--- config.mk ---
export PLATFORM = sky130hd
export DESIGN_NAME = ssp_port
export DESIGN_NICKNAME = d
export VERILOG_FILES = /design/src/include/ssp_pkg.sv /design/src/rtl/ssp_pinmux.sv /design/src/rtl/ssp_port.sv /design/src/rtl/ssp_sync.sv
export SDC_FILE = /design/constraint.sdc
export NUM_CORES = 1
export LEC_CHECK = 0
export BUFFER_PORTS_ARGS = -buffer_cell sky130_fd_sc_hd__buf_2
export CAP_MARGIN = 20
export CORE_MARGIN = 1
export CORE_UTILIZATION = 35
export DETAILED_ROUTE_END_ITERATION = 16
export PLACE_DENSITY = 0.56
export SETUP_SLACK_MARGIN = 0.05
export SLEW_MARGIN = 40
export SYNTH_ARGS = -nofsm -noshare
export SYNTH_HDL_FRONTEND = slang
export SYNTH_SLANG_ARGS = --single-unit
export TNS_END_PERCENT = 5
--- constraint.sdc ---
create_clock -name aclk -period 2.5 [get_ports aclk]
set_input_delay 0.125 -clock aclk [delete_from_list [all_inputs] [get_ports aclk]]
set_output_delay 0.125 -clock aclk [all_outputs]
set_load 0.005 [all_outputs]
--- src/include/ssp_pkg.sv ---
`default_nettype none
package ssp_pkg;
    localparam int        SSP_WIDTH          = 6;
    localparam int        SSP_REG_WIDTH      = 8;
    localparam logic [19:0] SSP_ADDR_DIR     = 20'hEE008;
    localparam logic [19:0] SSP_ADDR_DATA    = 20'hFFFD8;
    localparam logic [19:0] SSP_ADDR_SERCFG  = 20'hEE100;
    localparam logic [7:0]  SSP_RESET_DIR    = 8'hC0;
    localparam logic [7:0]  SSP_RESET_DATA   = 8'hC0;
    localparam logic [7:0]  SSP_RSVD_MASK    = 8'hC0;
    localparam logic [7:0]  SSP_WO_READ      = 8'hFF;
    localparam logic [1:0]  SSP_RESP_OKAY    = 2'h0;
    localparam logic [1:0]  SSP_RESP_SLVERR  = 2'h2;
    localparam int        SSP_PIN_TX0        = 0;
    localparam int        SSP_PIN_TX1        = 1;
    localparam int        SSP_PIN_RX0        = 2;
    localparam int        SSP_PIN_RX1        = 3;
    localparam int        SSP_PIN_CK0        = 4;
    localparam int        SSP_PIN_CK1        = 5;
    // Serial channel config register fields, one byte per channel
    localparam int        SSP_CFG_CKEN0      = 0;
    localparam int        SSP_CFG_CKEN1      = 1;
    localparam int        SSP_CFG_SYNC       = 2;
    localparam int        SSP_CFG_RXEN       = 3;
    localparam int        SSP_CFG_TXEN       = 4;
    localparam int        SSP_CFG_SMART      = 5;
    localparam int        SSP_CFG_CH1_BASE   = 8;
    localparam int        SSP_CFG_INTEN_A    = 16;
    localparam int        SSP_CFG_INTEN_B    = 17;
    localparam logic [31:0] SSP_CFG_MASK     = 32'h00033F3F;
    typedef enum logic [1:0] {
        SSP_IDLE  = 2'b00,
        SSP_RESP  = 2'b01
    } ssp_bus_state_t;
endpackage
`default_nettype wire

--- src/rtl/ssp_pinmux.sv ---
`timescale 1ns/100ps
`default_nettype none
module ssp_pinmux
    import ssp_pkg::*;
(
    input  wire logic [5:0]  port_direction,
    input  wire logic [5:0]  port_output_data,
    input  wire logic [31:0] sercfg,
    input  wire logic        serial0_clock_out,
    input  wire logic        serial1_clock_out,
    input  wire logic        serial0_transmit_out,
    input  wire logic        serial1_transmit_out,
    output logic      [5:0]  pin_out,
    output logic      [5:0]  pin_oe,
    output logic      [5:0]  generic_pin
);
    // Decode of one channel's function select bits
    function automatic logic [3:0] ch_sel(input logic [5:0] c);
        logic ck_in;
        logic ck_out;
        logic rx;
        logic tx;
        ck_in  = c[SSP_CFG_CKEN1];
        ck_out = !c[SSP_CFG_CKEN1] && (c[SSP_CFG_SYNC] || c[SSP_CFG_CKEN0]);
        rx     = c[SSP_CFG_RXEN] || c[SSP_CFG_SMART];
        tx     = c[SSP_CFG_TXEN] || c[SSP_CFG_SMART];
        return {ck_in, ck_out, rx, tx};
    endfunction

    logic [3:0] s0;
    logic [3:0] s1;
    logic [5:0] alt_oe;
    logic [5:0] alt_in;
    logic [5:0] alt_val;

    // No operating-mode input here; muxing is fixed across modes
    always_comb begin
        s0 = ch_sel(sercfg[5:0]);
        s1 = ch_sel(sercfg[SSP_CFG_CH1_BASE +: 6]);
        alt_oe  = '0;
        alt_in  = '0;
        alt_val = '0;
        alt_oe[SSP_PIN_CK1]  = s1[2];
        alt_in[SSP_PIN_CK1]  = s1[3];
        alt_val[SSP_PIN_CK1] = serial1_clock_out;
        alt_oe[SSP_PIN_CK0]  = s0[2];
        alt_in[SSP_PIN_CK0]  = s0[3];
        alt_val[SSP_PIN_CK0] = serial0_clock_out;
        alt_in[SSP_PIN_RX1]  = s1[1];
        alt_in[SSP_PIN_RX0]  = s0[1];
        alt_oe[SSP_PIN_TX1]  = s1[0];
        alt_val[SSP_PIN_TX1] = serial1_transmit_out;
        alt_oe[SSP_PIN_TX0]  = s0[0];
        alt_val[SSP_PIN_TX0] = serial0_transmit_out;
        generic_pin = ~(alt_oe | alt_in);
        // Generic pins drive data when direction bit is one
        pin_oe  = alt_oe | (generic_pin & port_direction);
        pin_out = (alt_oe & alt_val) | (~alt_oe & port_output_data);
    end
endmodule
`default_nettype wire

--- src/rtl/ssp_port.sv ---
// How it works
// - Six two-way pins shared with two serial channels and two interrupt inputs.
// - Interrupt inputs sample their pins whenever enabled, whatever the direction.
// - Pin muxing is the same in every operating mode.
// - Direction bit one makes a generic pin output, zero input.
// - Direction register is write-only and reads back as all ones.
// - Direction bits 7 and 6 reserved, unwritable, read as one.
// - Direction resets to C0 on reset and hardware standby, kept in software standby.
// - In software standby output pins keep driving their level.
// - Generic output pins drive the data register bit.
// - Data read returns stored bit where direction is one.
// - Data read returns live pin level where direction is zero.
// - Data bits 7 and 6 reserved, ignore writes, read as one.
// - Data resets to C0 on reset and hardware standby, kept in software standby.
// - Pin 5: channel 1 clock input, clock output, or generic by enables.
// - Pin 4: channel 0 clock input, clock output, or generic by enables.
// - Pin 3: channel 1 receive when receive or smart-card set, else generic.
// - Pin 1: channel 1 transmit when transmit or smart-card set, else generic.
// - Pin 0: channel 0 transmit when transmit or smart-card set, else generic.
//
// Implementation choice: the AXI4-Lite register port.
`timescale 1ns/100ps
`default_nettype none
module ssp_port
    import ssp_pkg::*;
#(
    parameter int ADDR_WIDTH = 20
) (
    input  wire logic                  aclk,
    input  wire logic                  aresetn,
    input  wire logic                  hw_standby,
    input  wire logic                  sw_standby,
    input  wire logic [ADDR_WIDTH-1:0] s_axi_awaddr,
    input  wire logic [2:0]            s_axi_awprot,
    input  wire logic                  s_axi_awvalid,
    output logic                       s_axi_awready,
    input  wire logic [31:0]           s_axi_wdata,
    input  wire logic [3:0]            s_axi_wstrb,
    input  wire logic                  s_axi_wvalid,
    output logic                       s_axi_wready,
    output logic      [1:0]            s_axi_bresp,
    output logic                       s_axi_bvalid,
    input  wire logic                  s_axi_bready,
    input  wire logic [ADDR_WIDTH-1:0] s_axi_araddr,
    input  wire logic [2:0]            s_axi_arprot,
    input  wire logic                  s_axi_arvalid,
    output logic                       s_axi_arready,
    output logic      [31:0]           s_axi_rdata,
    output logic      [1:0]            s_axi_rresp,
    output logic                       s_axi_rvalid,
    input  wire logic                  s_axi_rready,
    input  wire logic [5:0]            pin_in,
    output logic      [5:0]            pin_out,
    output logic      [5:0]            pin_oe,
    input  wire logic                  serial0_clock_out,
    input  wire logic                  serial1_clock_out,
    input  wire logic                  serial0_transmit_out,
    input  wire logic                  serial1_transmit_out,
    output logic                       serial0_clock_pin,
    output logic                       serial1_clock_pin,
    output logic                       serial0_receive_pin,
    output logic                       serial1_receive_pin,
    output logic                       ext_interrupt_request_a,
    output logic                       ext_interrupt_request_b
);
    // ------------------------------------------------------------
    // Registers and pin sampling
    // ------------------------------------------------------------
    logic [7:0]       port_direction;
    logic [7:0]       port_output_data;
    logic [31:0]      sercfg;
    logic [5:0]       pin_sync;
    logic [5:0]       mux_out;
    logic [5:0]       mux_oe;
    logic [5:0]       generic_pin;
    logic [5:0]       held_out;
    logic [5:0]       held_oe;
    logic             in_sw_standby;
    ssp_bus_state_t   wr_state;
    ssp_bus_state_t   rd_state;
    logic             aw_held;
    logic             w_held;
    logic [ADDR_WIDTH-1:0] aw_addr;
    logic [31:0]      w_data;
    logic [3:0]       w_strb;
    logic             wr_fire;
    logic [7:0]       data_read;

    ssp_sync #(
        .WIDTH    (SSP_WIDTH)
    ) u_sync (
        .aclk     (aclk),
        .aresetn  (aresetn),
        .async_in (pin_in),
        .sync_out (pin_sync)
    );

    ssp_pinmux u_mux (
        .port_direction       (port_direction[5:0]),
        .port_output_data     (port_output_data[5:0]),
        .sercfg               (sercfg),
        .serial0_clock_out    (serial0_clock_out),
        .serial1_clock_out    (serial1_clock_out),
        .serial0_transmit_out (serial0_transmit_out),
        .serial1_transmit_out (serial1_transmit_out),
        .pin_out              (mux_out),
        .pin_oe               (mux_oe),
        .generic_pin          (generic_pin)
    );

    // ------------------------------------------------------------
    // AXI4-Lite write path
    // ------------------------------------------------------------
    assign s_axi_awready = (wr_state == SSP_IDLE) && !aw_held;
    assign s_axi_wready  = (wr_state == SSP_IDLE) && !w_held;
    assign wr_fire = (wr_state == SSP_IDLE)
                   && (aw_held || s_axi_awvalid) && (w_held || s_axi_wvalid);

    always_ff @(posedge aclk) begin
        if (!aresetn) begin
            aw_held <= 1'b0;
            w_held  <= 1'b0;
            aw_addr <= '0;
            w_data  <= '0;
            w_strb  <= '0;
        end else if (wr_fire) begin
            aw_held <= 1'b0;
            w_held  <= 1'b0;
        end else begin
            if (s_axi_awvalid && s_axi_awready) begin
                aw_held <= 1'b1;
                aw_addr <= s_axi_awaddr;
            end
            if (s_axi_wvalid && s_axi_wready) begin
                w_held <= 1'b1;
                w_data <= s_axi_wdata;
                w_strb <= s_axi_wstrb;
            end
        end
    end

    logic [ADDR_WIDTH-1:0] wa;
    logic [31:0]           wd;
    logic [3:0]            ws;
    assign wa = aw_held ? aw_addr : s_axi_awaddr;
    assign wd = w_held ? w_data : s_axi_wdata;
    assign ws = w_held ? w_strb : s_axi_wstrb;

    always_ff @(posedge aclk) begin
        if (!aresetn) begin
            wr_state     <= SSP_IDLE;
            s_axi_bvalid <= 1'b0;
            s_axi_bresp  <= SSP_RESP_OKAY;
        end else if (wr_fire) begin
            wr_state     <= SSP_RESP;
            s_axi_bvalid <= 1'b1;
            if ((wa == SSP_ADDR_DIR) || (wa == SSP_ADDR_DATA) || (wa == SSP_ADDR_SERCFG)) begin
                s_axi_bresp <= SSP_RESP_OKAY;
            end else begin
                s_axi_bresp <= SSP_RESP_SLVERR;
            end
        end else if (s_axi_bvalid && s_axi_bready) begin
            wr_state     <= SSP_IDLE;
            s_axi_bvalid <= 1'b0;
        end
    end

    // Hardware standby acts like reset; software standby only freezes pins
    always_ff @(posedge aclk) begin
        if (!aresetn || hw_standby) begin
            port_direction   <= SSP_RESET_DIR;
            port_output_data <= SSP_RESET_DATA;
        end else if (wr_fire && ws[0]) begin
            if (wa == SSP_ADDR_DIR) begin
                port_direction <= wd[7:0] | SSP_RSVD_MASK;
            end else if (wa == SSP_ADDR_DATA) begin
                port_output_data <= wd[7:0] | SSP_RSVD_MASK;
            end
        end
    end

    always_ff @(posedge aclk) begin
        if (!aresetn || hw_standby) begin
            sercfg <= '0;
        end else if (wr_fire && (wa == SSP_ADDR_SERCFG)) begin
            for (int i = 0; i < 4; i++) begin
                if (ws[i]) begin
                    sercfg[i*8 +: 8] <= wd[i*8 +: 8] & SSP_CFG_MASK[i*8 +: 8];
                end
            end
        end
    end

    // ------------------------------------------------------------
    // AXI4-Lite read path
    // ------------------------------------------------------------
    // Pins read live where direction is zero, else stored data
    assign data_read = {2'b11, (port_direction[5:0] & port_output_data[5:0])
                              | (~port_direction[5:0] & pin_sync)};

    assign s_axi_arready = (rd_state == SSP_IDLE);

    always_ff @(posedge aclk) begin
        if (!aresetn) begin
            rd_state     <= SSP_IDLE;
            s_axi_rvalid <= 1'b0;
            s_axi_rdata  <= '0;
            s_axi_rresp  <= SSP_RESP_OKAY;
        end else if (s_axi_arvalid && s_axi_arready) begin
            rd_state     <= SSP_RESP;
            s_axi_rvalid <= 1'b1;
            s_axi_rresp  <= SSP_RESP_OKAY;
            if (s_axi_araddr == SSP_ADDR_DIR) begin
                s_axi_rdata <= {24'h000000, SSP_WO_READ};
            end else if (s_axi_araddr == SSP_ADDR_DATA) begin
                s_axi_rdata <= {24'h000000, data_read};
            end else if (s_axi_araddr == SSP_ADDR_SERCFG) begin
                s_axi_rdata <= sercfg;
            end else begin
                s_axi_rdata <= '0;
                s_axi_rresp <= SSP_RESP_SLVERR;
            end
        end else if (s_axi_rvalid && s_axi_rready) begin
            rd_state     <= SSP_IDLE;
            s_axi_rvalid <= 1'b0;
        end
    end

    // ------------------------------------------------------------
    // Pin drive and standby hold
    // ------------------------------------------------------------
    always_ff @(posedge aclk) begin
        if (!aresetn) begin
            in_sw_standby <= 1'b0;
            held_out      <= '0;
            held_oe       <= '0;
        end else begin
            in_sw_standby <= sw_standby && !hw_standby;
            if (!in_sw_standby) begin
                held_out <= mux_out;
                held_oe  <= mux_oe;
            end
        end
    end

    // Frozen copy keeps outputs driven through software standby
    assign pin_out = in_sw_standby ? held_out : mux_out;
    assign pin_oe  = hw_standby ? 6'h00 : (in_sw_standby ? held_oe : mux_oe);

    // Inputs towards channels and interrupt logic
    assign serial0_clock_pin   = pin_sync[SSP_PIN_CK0];
    assign serial1_clock_pin   = pin_sync[SSP_PIN_CK1];
    assign serial0_receive_pin = pin_sync[SSP_PIN_RX0];
    assign serial1_receive_pin = pin_sync[SSP_PIN_RX1];
    // Sampled even when the pin drives out; user must take care
    assign ext_interrupt_request_a = sercfg[SSP_CFG_INTEN_A] & pin_sync[SSP_PIN_CK0];
    assign ext_interrupt_request_b = sercfg[SSP_CFG_INTEN_B] & pin_sync[SSP_PIN_CK1];

    // ------------------------------------------------------------
    // Assertions
    // ------------------------------------------------------------
    AST_DIR_RSVD: assert property (@(posedge aclk) disable iff (!aresetn)
        port_direction[7:6] == 2'b11) else $error("direction reserved bits lost");
    AST_DATA_RSVD: assert property (@(posedge aclk) disable iff (!aresetn)
        port_output_data[7:6] == 2'b11) else $error("data reserved bits lost");
    AST_DIR_READ: assert property (@(posedge aclk) disable iff (!aresetn)
        (s_axi_arvalid && s_axi_arready && s_axi_araddr == SSP_ADDR_DIR)
        |=> s_axi_rvalid && s_axi_rdata[7:0] == 8'hFF) else $error("direction read not ones");
    AST_HWSTBY: assert property (@(posedge aclk) disable iff (!aresetn)
        hw_standby |=> port_direction == SSP_RESET_DIR && port_output_data == SSP_RESET_DATA)
        else $error("hardware standby did not reload");
    AST_DIR_WRITE: assert property (@(posedge aclk) disable iff (!aresetn)
        (wr_fire && ws[0] && wa == SSP_ADDR_DIR && !hw_standby)
        |=> port_direction == ($past(wd[7:0]) | 8'hC0)) else $error("direction write lost");
    AST_GEN_OUT: assert property (@(posedge aclk) disable iff (!aresetn)
        (!in_sw_standby && !hw_standby && generic_pin[3] && port_direction[3])
        |-> pin_oe[3] && pin_out[3] == port_output_data[3]) else $error("generic out bad");
    AST_TX0: assert property (@(posedge aclk) disable iff (!aresetn)
        (!in_sw_standby && !hw_standby && sercfg[SSP_CFG_SMART])
        |-> pin_oe[0] && pin_out[0] == serial0_transmit_out) else $error("tx0 mux bad");
    AST_CK1_IN: assert property (@(posedge aclk) disable iff (!aresetn)
        (!in_sw_standby && sercfg[SSP_CFG_CH1_BASE + SSP_CFG_CKEN1])
        |-> !pin_oe[5]) else $error("clock1 input driven");
    AST_STBY_HOLD: assert property (@(posedge aclk) disable iff (!aresetn)
        (in_sw_standby && $past(in_sw_standby) && !hw_standby)
        |-> $stable(pin_out) && $stable(pin_oe)) else $error("standby pins moved");
    AST_READ_LIVE: assert property (@(posedge aclk) disable iff (!aresetn)
        (s_axi_arvalid && s_axi_arready && s_axi_araddr == SSP_ADDR_DATA && !port_direction[2])
        |=> s_axi_rdata[2] == $past(pin_sync[2])) else $error("live read bad");
    AST_BRESP: assert property (@(posedge aclk) disable iff (!aresetn)
        wr_fire |=> s_axi_bvalid) else $error("no write response");

    COV_WRITE_DIR: cover property (@(posedge aclk) wr_fire && wa == SSP_ADDR_DIR);
    COV_READ_DATA: cover property (@(posedge aclk) s_axi_rvalid && s_axi_rready);
    COV_STANDBY: cover property (@(posedge aclk) in_sw_standby && |held_oe);
    COV_SMART: cover property (@(posedge aclk) sercfg[SSP_CFG_SMART] && pin_oe[0]);
endmodule
`default_nettype wire

--- src/rtl/ssp_sync.sv ---
`timescale 1ns/100ps
`default_nettype none
module ssp_sync
    import ssp_pkg::*;
#(
    parameter int WIDTH = 6
) (
    input  wire logic             aclk,
    input  wire logic             aresetn,
    input  wire logic [WIDTH-1:0] async_in,
    output logic      [WIDTH-1:0] sync_out
);
    logic [WIDTH-1:0] stage1;

    // First stage feeds only the second stage
    always_ff @(posedge aclk) begin
        if (!aresetn) begin
            stage1   <= '0;
            sync_out <= '0;
        end else begin
            stage1   <= async_in;
            sync_out <= stage1;
        end
    end
endmodule
`default_nettype wire

==> insert_results.sql <==
INSERT INTO impl_metrics (metric_group, metric, value, unit) VALUES
('worst_setup_path', 'cpPeakStageDelay', '0.74', 'ns'),
('yosys', 'yosys.cell_count.top_type', 'sky130_fd_sc_hd__nand2_1', ''),
('floorplanning', 'top_level_ports', '160', ''),
('cells_and_area', 'drive_gt1_share', '26.56', '%'),
('clock_network', 'cts_root_buf', 'sky130_fd_sc_hd__clkbuf_16', ''),
('worst_setup_path', 'largest_delay_contributor_family_on_the_critical_path', 'simple AND/OR/NAND/NOR gates', ''),
('run', 'max_cap_violations', '0', ''),
('yosys', 'syn_inst', '552', ''),
('clock_network', 'clock_sinks', '109', ''),
('drt', 'routed_wirelength', '12350', 'um'),
('sta', 'grt_setup_unrepaired', 'false', ''),
('power', 'fin_total_pwr', '3.563', 'mW'),
('sta', 'fin_crit', '2.306', 'ns'),
('yosys', 'synth_common_cells', '133 x sky130_fd_sc_hd__nand2_1, 109 x sky130_fd_sc_hd__dfxtp_1, 53 x sky130_fd_sc_hd__a21oi_1', ''),
('worst_hold_path', 'min-delay-path-class', 'in -> reg', ''),
('drt', 'detail_route.drc_violations', '0', ''),
('cells_and_area', 'final_cell_count_no_fill', '850', ''),
('run_status', 'run_status', 'complete, no violations', ''),
('floorplanning', 'dieWidth', '118.5', 'um'),
('worst_setup_path', 'cp_max_fo', '14', ''),
('sta', 'slew_violations', '0', ''),
('drt', 'top_layer_used', 'met4', ''),
('power', 'internal_power', '2.672', 'mW'),
('worst_hold_path', 'hold_end', 'w_data[4]', ''),
('place', 'gpl.final_weighted_congestion', '0.8980', ''),
('place', 'placed_cells_incl_taps', '826', ''),
('worst_setup_path', 'cp_num_buf_inv', '0', ''),
('sta', 'fin_crit_sh', '92.26', '%'),
('power', 'worst_ir_drop_vdd', '0.0003733', 'V'),
('drt', 'met3_length', '493', 'um'),
('worst_hold_path', 'hold_start', 's_axi_wdata[4]', ''),
('power', 'net_sw_power', '0.8915', 'mW'),
('worst_setup_path', 'crit_end_element', 'flip-flop', ''),
('power', 'clock_power_share', '37.7', '%'),
('cells_and_area', 'synthToLayoutAreaGrowth', '22.72', '%'),
('floorplanning', 'num_rows', '42', ''),
('global_routing', 'grt_start_max_net_pins', '55', ''),
('yosys', 'ys_seq_elements', '109', ''),
('power', 'static-leakage-power', '2.378', 'nW'),
('drt', 'postRouteAntennaNets', '0', ''),
('drt', 'post_drt_wl_per_cell', '14.53', 'um'),
('drt', 'post_drt_via_cell_ratio', '4.941', ''),
('worst_setup_path', 'r2r_setup_slack', '0.19', 'ns'),
('global_routing', 'global_route.usage.total', '17.84', '%'),
('power', 'power.combinational.fraction', '10.8', '%'),
('cells_and_area', 'seqCellArea', '0.002183', 'sq mm'),
('sta', 'skew', '0.007456', 'ns'),
('cells_and_area', 'multiInputGateArea', '0.002354', 'sq mm'),
('drt', 'met2RoutedLength', '6081', 'um'),
('clock_network', 'tritoncts', 'built', ''),
('place', 'place.detailed.hpwl', '9110', 'um'),
('cells_and_area', 'fillers', '1362', ''),
('cells_and_area', 'num_antenna_cells', '0', ''),
('global_routing', 'antenna_found_initial', '0', ''),
('drt', 'tritonroute_pass_1_iters', '4', ''),
('worst_setup_path', 'worstPathRequired', '2.72', 'ns'),
('sta', 'setup_viol', '0', ''),
('power', 'net_sw_share', '25.02', '%'),
('floorplanning', 'die_h', '118.5', 'um'),
('yosys', 'share_of_flip_flops_with_an_asynchronous_set_or_reset', '0', '%'),
('clock_network', 'worst_setup_hold_path_clk_slew', '0.07', 'ns'),
('power', 'pwr-share-seq', '51.5', '%'),
('worst_setup_path', 'timing.critical_path.cells', 'nor2_1 -> or3_1 -> a211o_1 -> or4_1 -> mux2i_1', ''),
('worst_setup_path', 'worst-setup-path-type', 'reg -> reg', ''),
('sta', 'timing.final.hold_violations', '0', ''),
('floorplanning', 'core_area', '0.01324', 'sq mm'),
('yosys', 'synth_enable_flop_cells', '0', ''),
('yosys', 'synthesis.area', '0.004753', 'sq mm'),
('sta', 'fin_tns_setup', '0', 'ns'),
('worst_setup_path', 'worst-r2r-cell-count', '5', ''),
('power', 'pwr_cell_area', '610.8', 'mW/mm^2');
## state kept, by name (all words and copies together) (netlist names), 3 cells and up
signal,flops
aw_addr,20
held_oe,6
held_out,6
port_direction,6
port_output_data,6
s_axi_rdata,15
sercfg,14
u_sync.stage1,6
u_sync.sync_out,6
w_data,14
w_strb,3
## layout make-up
cell class / instances / area share (%)
inverters: 5 / 0.3218
clock buffers: 11 / 4.161
flip-flops and latches: 109 / 37.43
well taps: 176 / 3.775
multi-input cells: 406 / 40.35
repair buffers: 138 / 13.34
clock inverters: 5 / 0.6221
## placed cells by master, fill, tap and decap left out, types with 3 or more instances in the layout
| cell | count |
|---|---|
| sky130_fd_sc_hd__and2_1 | 21 |
| sky130_fd_sc_hd__nand4_1 | 5 |
| sky130_fd_sc_hd__buf_2 | 116 |
| sky130_fd_sc_hd__clkbuf_16 | 9 |
| sky130_fd_sc_hd__nand3_1 | 10 |
| sky130_fd_sc_hd__or4_1 | 5 |
| sky130_fd_sc_hd__dlygate4sd3_1 | 8 |
| sky130_fd_sc_hd__clkinvlp_4 | 3 |
| sky130_fd_sc_hd__nor3_1 | 5 |
| sky130_fd_sc_hd__nand2_1 | 133 |
| sky130_fd_sc_hd__a221oi_1 | 6 |
| sky130_fd_sc_hd__a211oi_1 | 3 |
| sky130_fd_sc_hd__nand2b_1 | 3 |
| sky130_fd_sc_hd__nor4_1 | 3 |
| sky130_fd_sc_hd__mux2_2 | 22 |
| sky130_fd_sc_hd__mux2i_1 | 33 |
| sky130_fd_sc_hd__nand3b_1 | 3 |
| sky130_fd_sc_hd__dfxtp_1 | 108 |
| sky130_fd_sc_hd__o21ai_0 | 10 |
| sky130_fd_sc_hd__nor2_1 | 33 |
| sky130_fd_sc_hd__inv_1 | 4 |
| sky130_fd_sc_hd__nor4b_1 | 6 |
| sky130_fd_sc_hd__conb_1 | 18 |
| sky130_fd_sc_hd__buf_4 | 13 |
| sky130_fd_sc_hd__a21oi_1 | 53 |
## metrics by stage
stage / util (%) / hold WS, ns / worst slack (ns) / instance area (sq um)
2_1_floorplan: - / 0.2251 / 0.3166 / 4817
3_3_place_gp: 41.33 / 0.3124 / 0.1354 / 5473
3_5_place_dp: 41.33 / 0.3344 / 0.04700 / 5473
4_1_cts: 44.05 / 0.007435 / 0.1790 / 5833
5_1_grt: 44.05 / 0.008335 / 0.06561 / 5833
6_report: 44.05 / 0.02242 / 0.1935 / 5833
## per-layer routing
metal | up-vias | track usage, %
met5 | - | 0
met4 | 0 | 4.193
met3 | 10 | 4.488
met2 | 103 | 30.30
met1 | 1981 | 22.57
li1 | 2106 | -
## power by group through the flow
stage | Sequential (mW) | Clock, mW | Combinational, mW
after detailed placement | 1.87 | 0 | 0.381
after floorplan | 1.86 | 0 | 0.247
final | 1.83 | 1.34 | 0.387
after global placement | 1.87 | 0 | 0.373
after CTS | 1.83 | 1.39 | 0.391
after global routing | 1.84 | 1.46 | 0.432
## logic make-up (layout without fill, tap and decap cells)
logic type,count (synthesis),after routing,share of synthesized area [%]
other,1,18,0.07889
AOI/OAI and AO/OA,86,86,10.82
buffers and inverters,54,159,5.975
muxes,55,55,12.16
and+or+nand+nor,247,247,25.06
DFF,109,109,45.91
## how the worst max path moves through the flow
| stage | start | cells past startpoint | endpoint | slack, ns |
|---|---|---|---|---|
| after floorplan | aw_held | 6 | port_output_data[0] | 0.32 |
| after global placement | aw_held | 5 | port_direction[4] | 0.14 |
| after detailed placement | aw_held | 5 | port_direction[5] | 0.05 |
| after CTS | aw_held | 5 | port_direction[3] | 0.18 |
| after global routing | aw_held | 5 | port_direction[0] | 0.07 |
| final | aw_held | 5 | port_direction[3] | 0.19 |
## worst reg2reg max path, cell delays in order, from the launching register on
cell and delay [ns]:
sky130_fd_sc_hd__dfxtp_2 0.46, sky130_fd_sc_hd__nor2_1 0.09, sky130_fd_sc_hd__or3_1 0.40, sky130_fd_sc_hd__a211o_1 0.31
sky130_fd_sc_hd__or4_1 0.74, sky130_fd_sc_hd__mux2i_1 0.19
## what timing repair did
item,4_1_cts,5_1_grt
hold buffers,8,0
resized for setup,1,0
endpoints found under the hold margin,8,0
setup endpoints to repair,3,0
No activity file was read; power rests on OpenSTA's default activity.
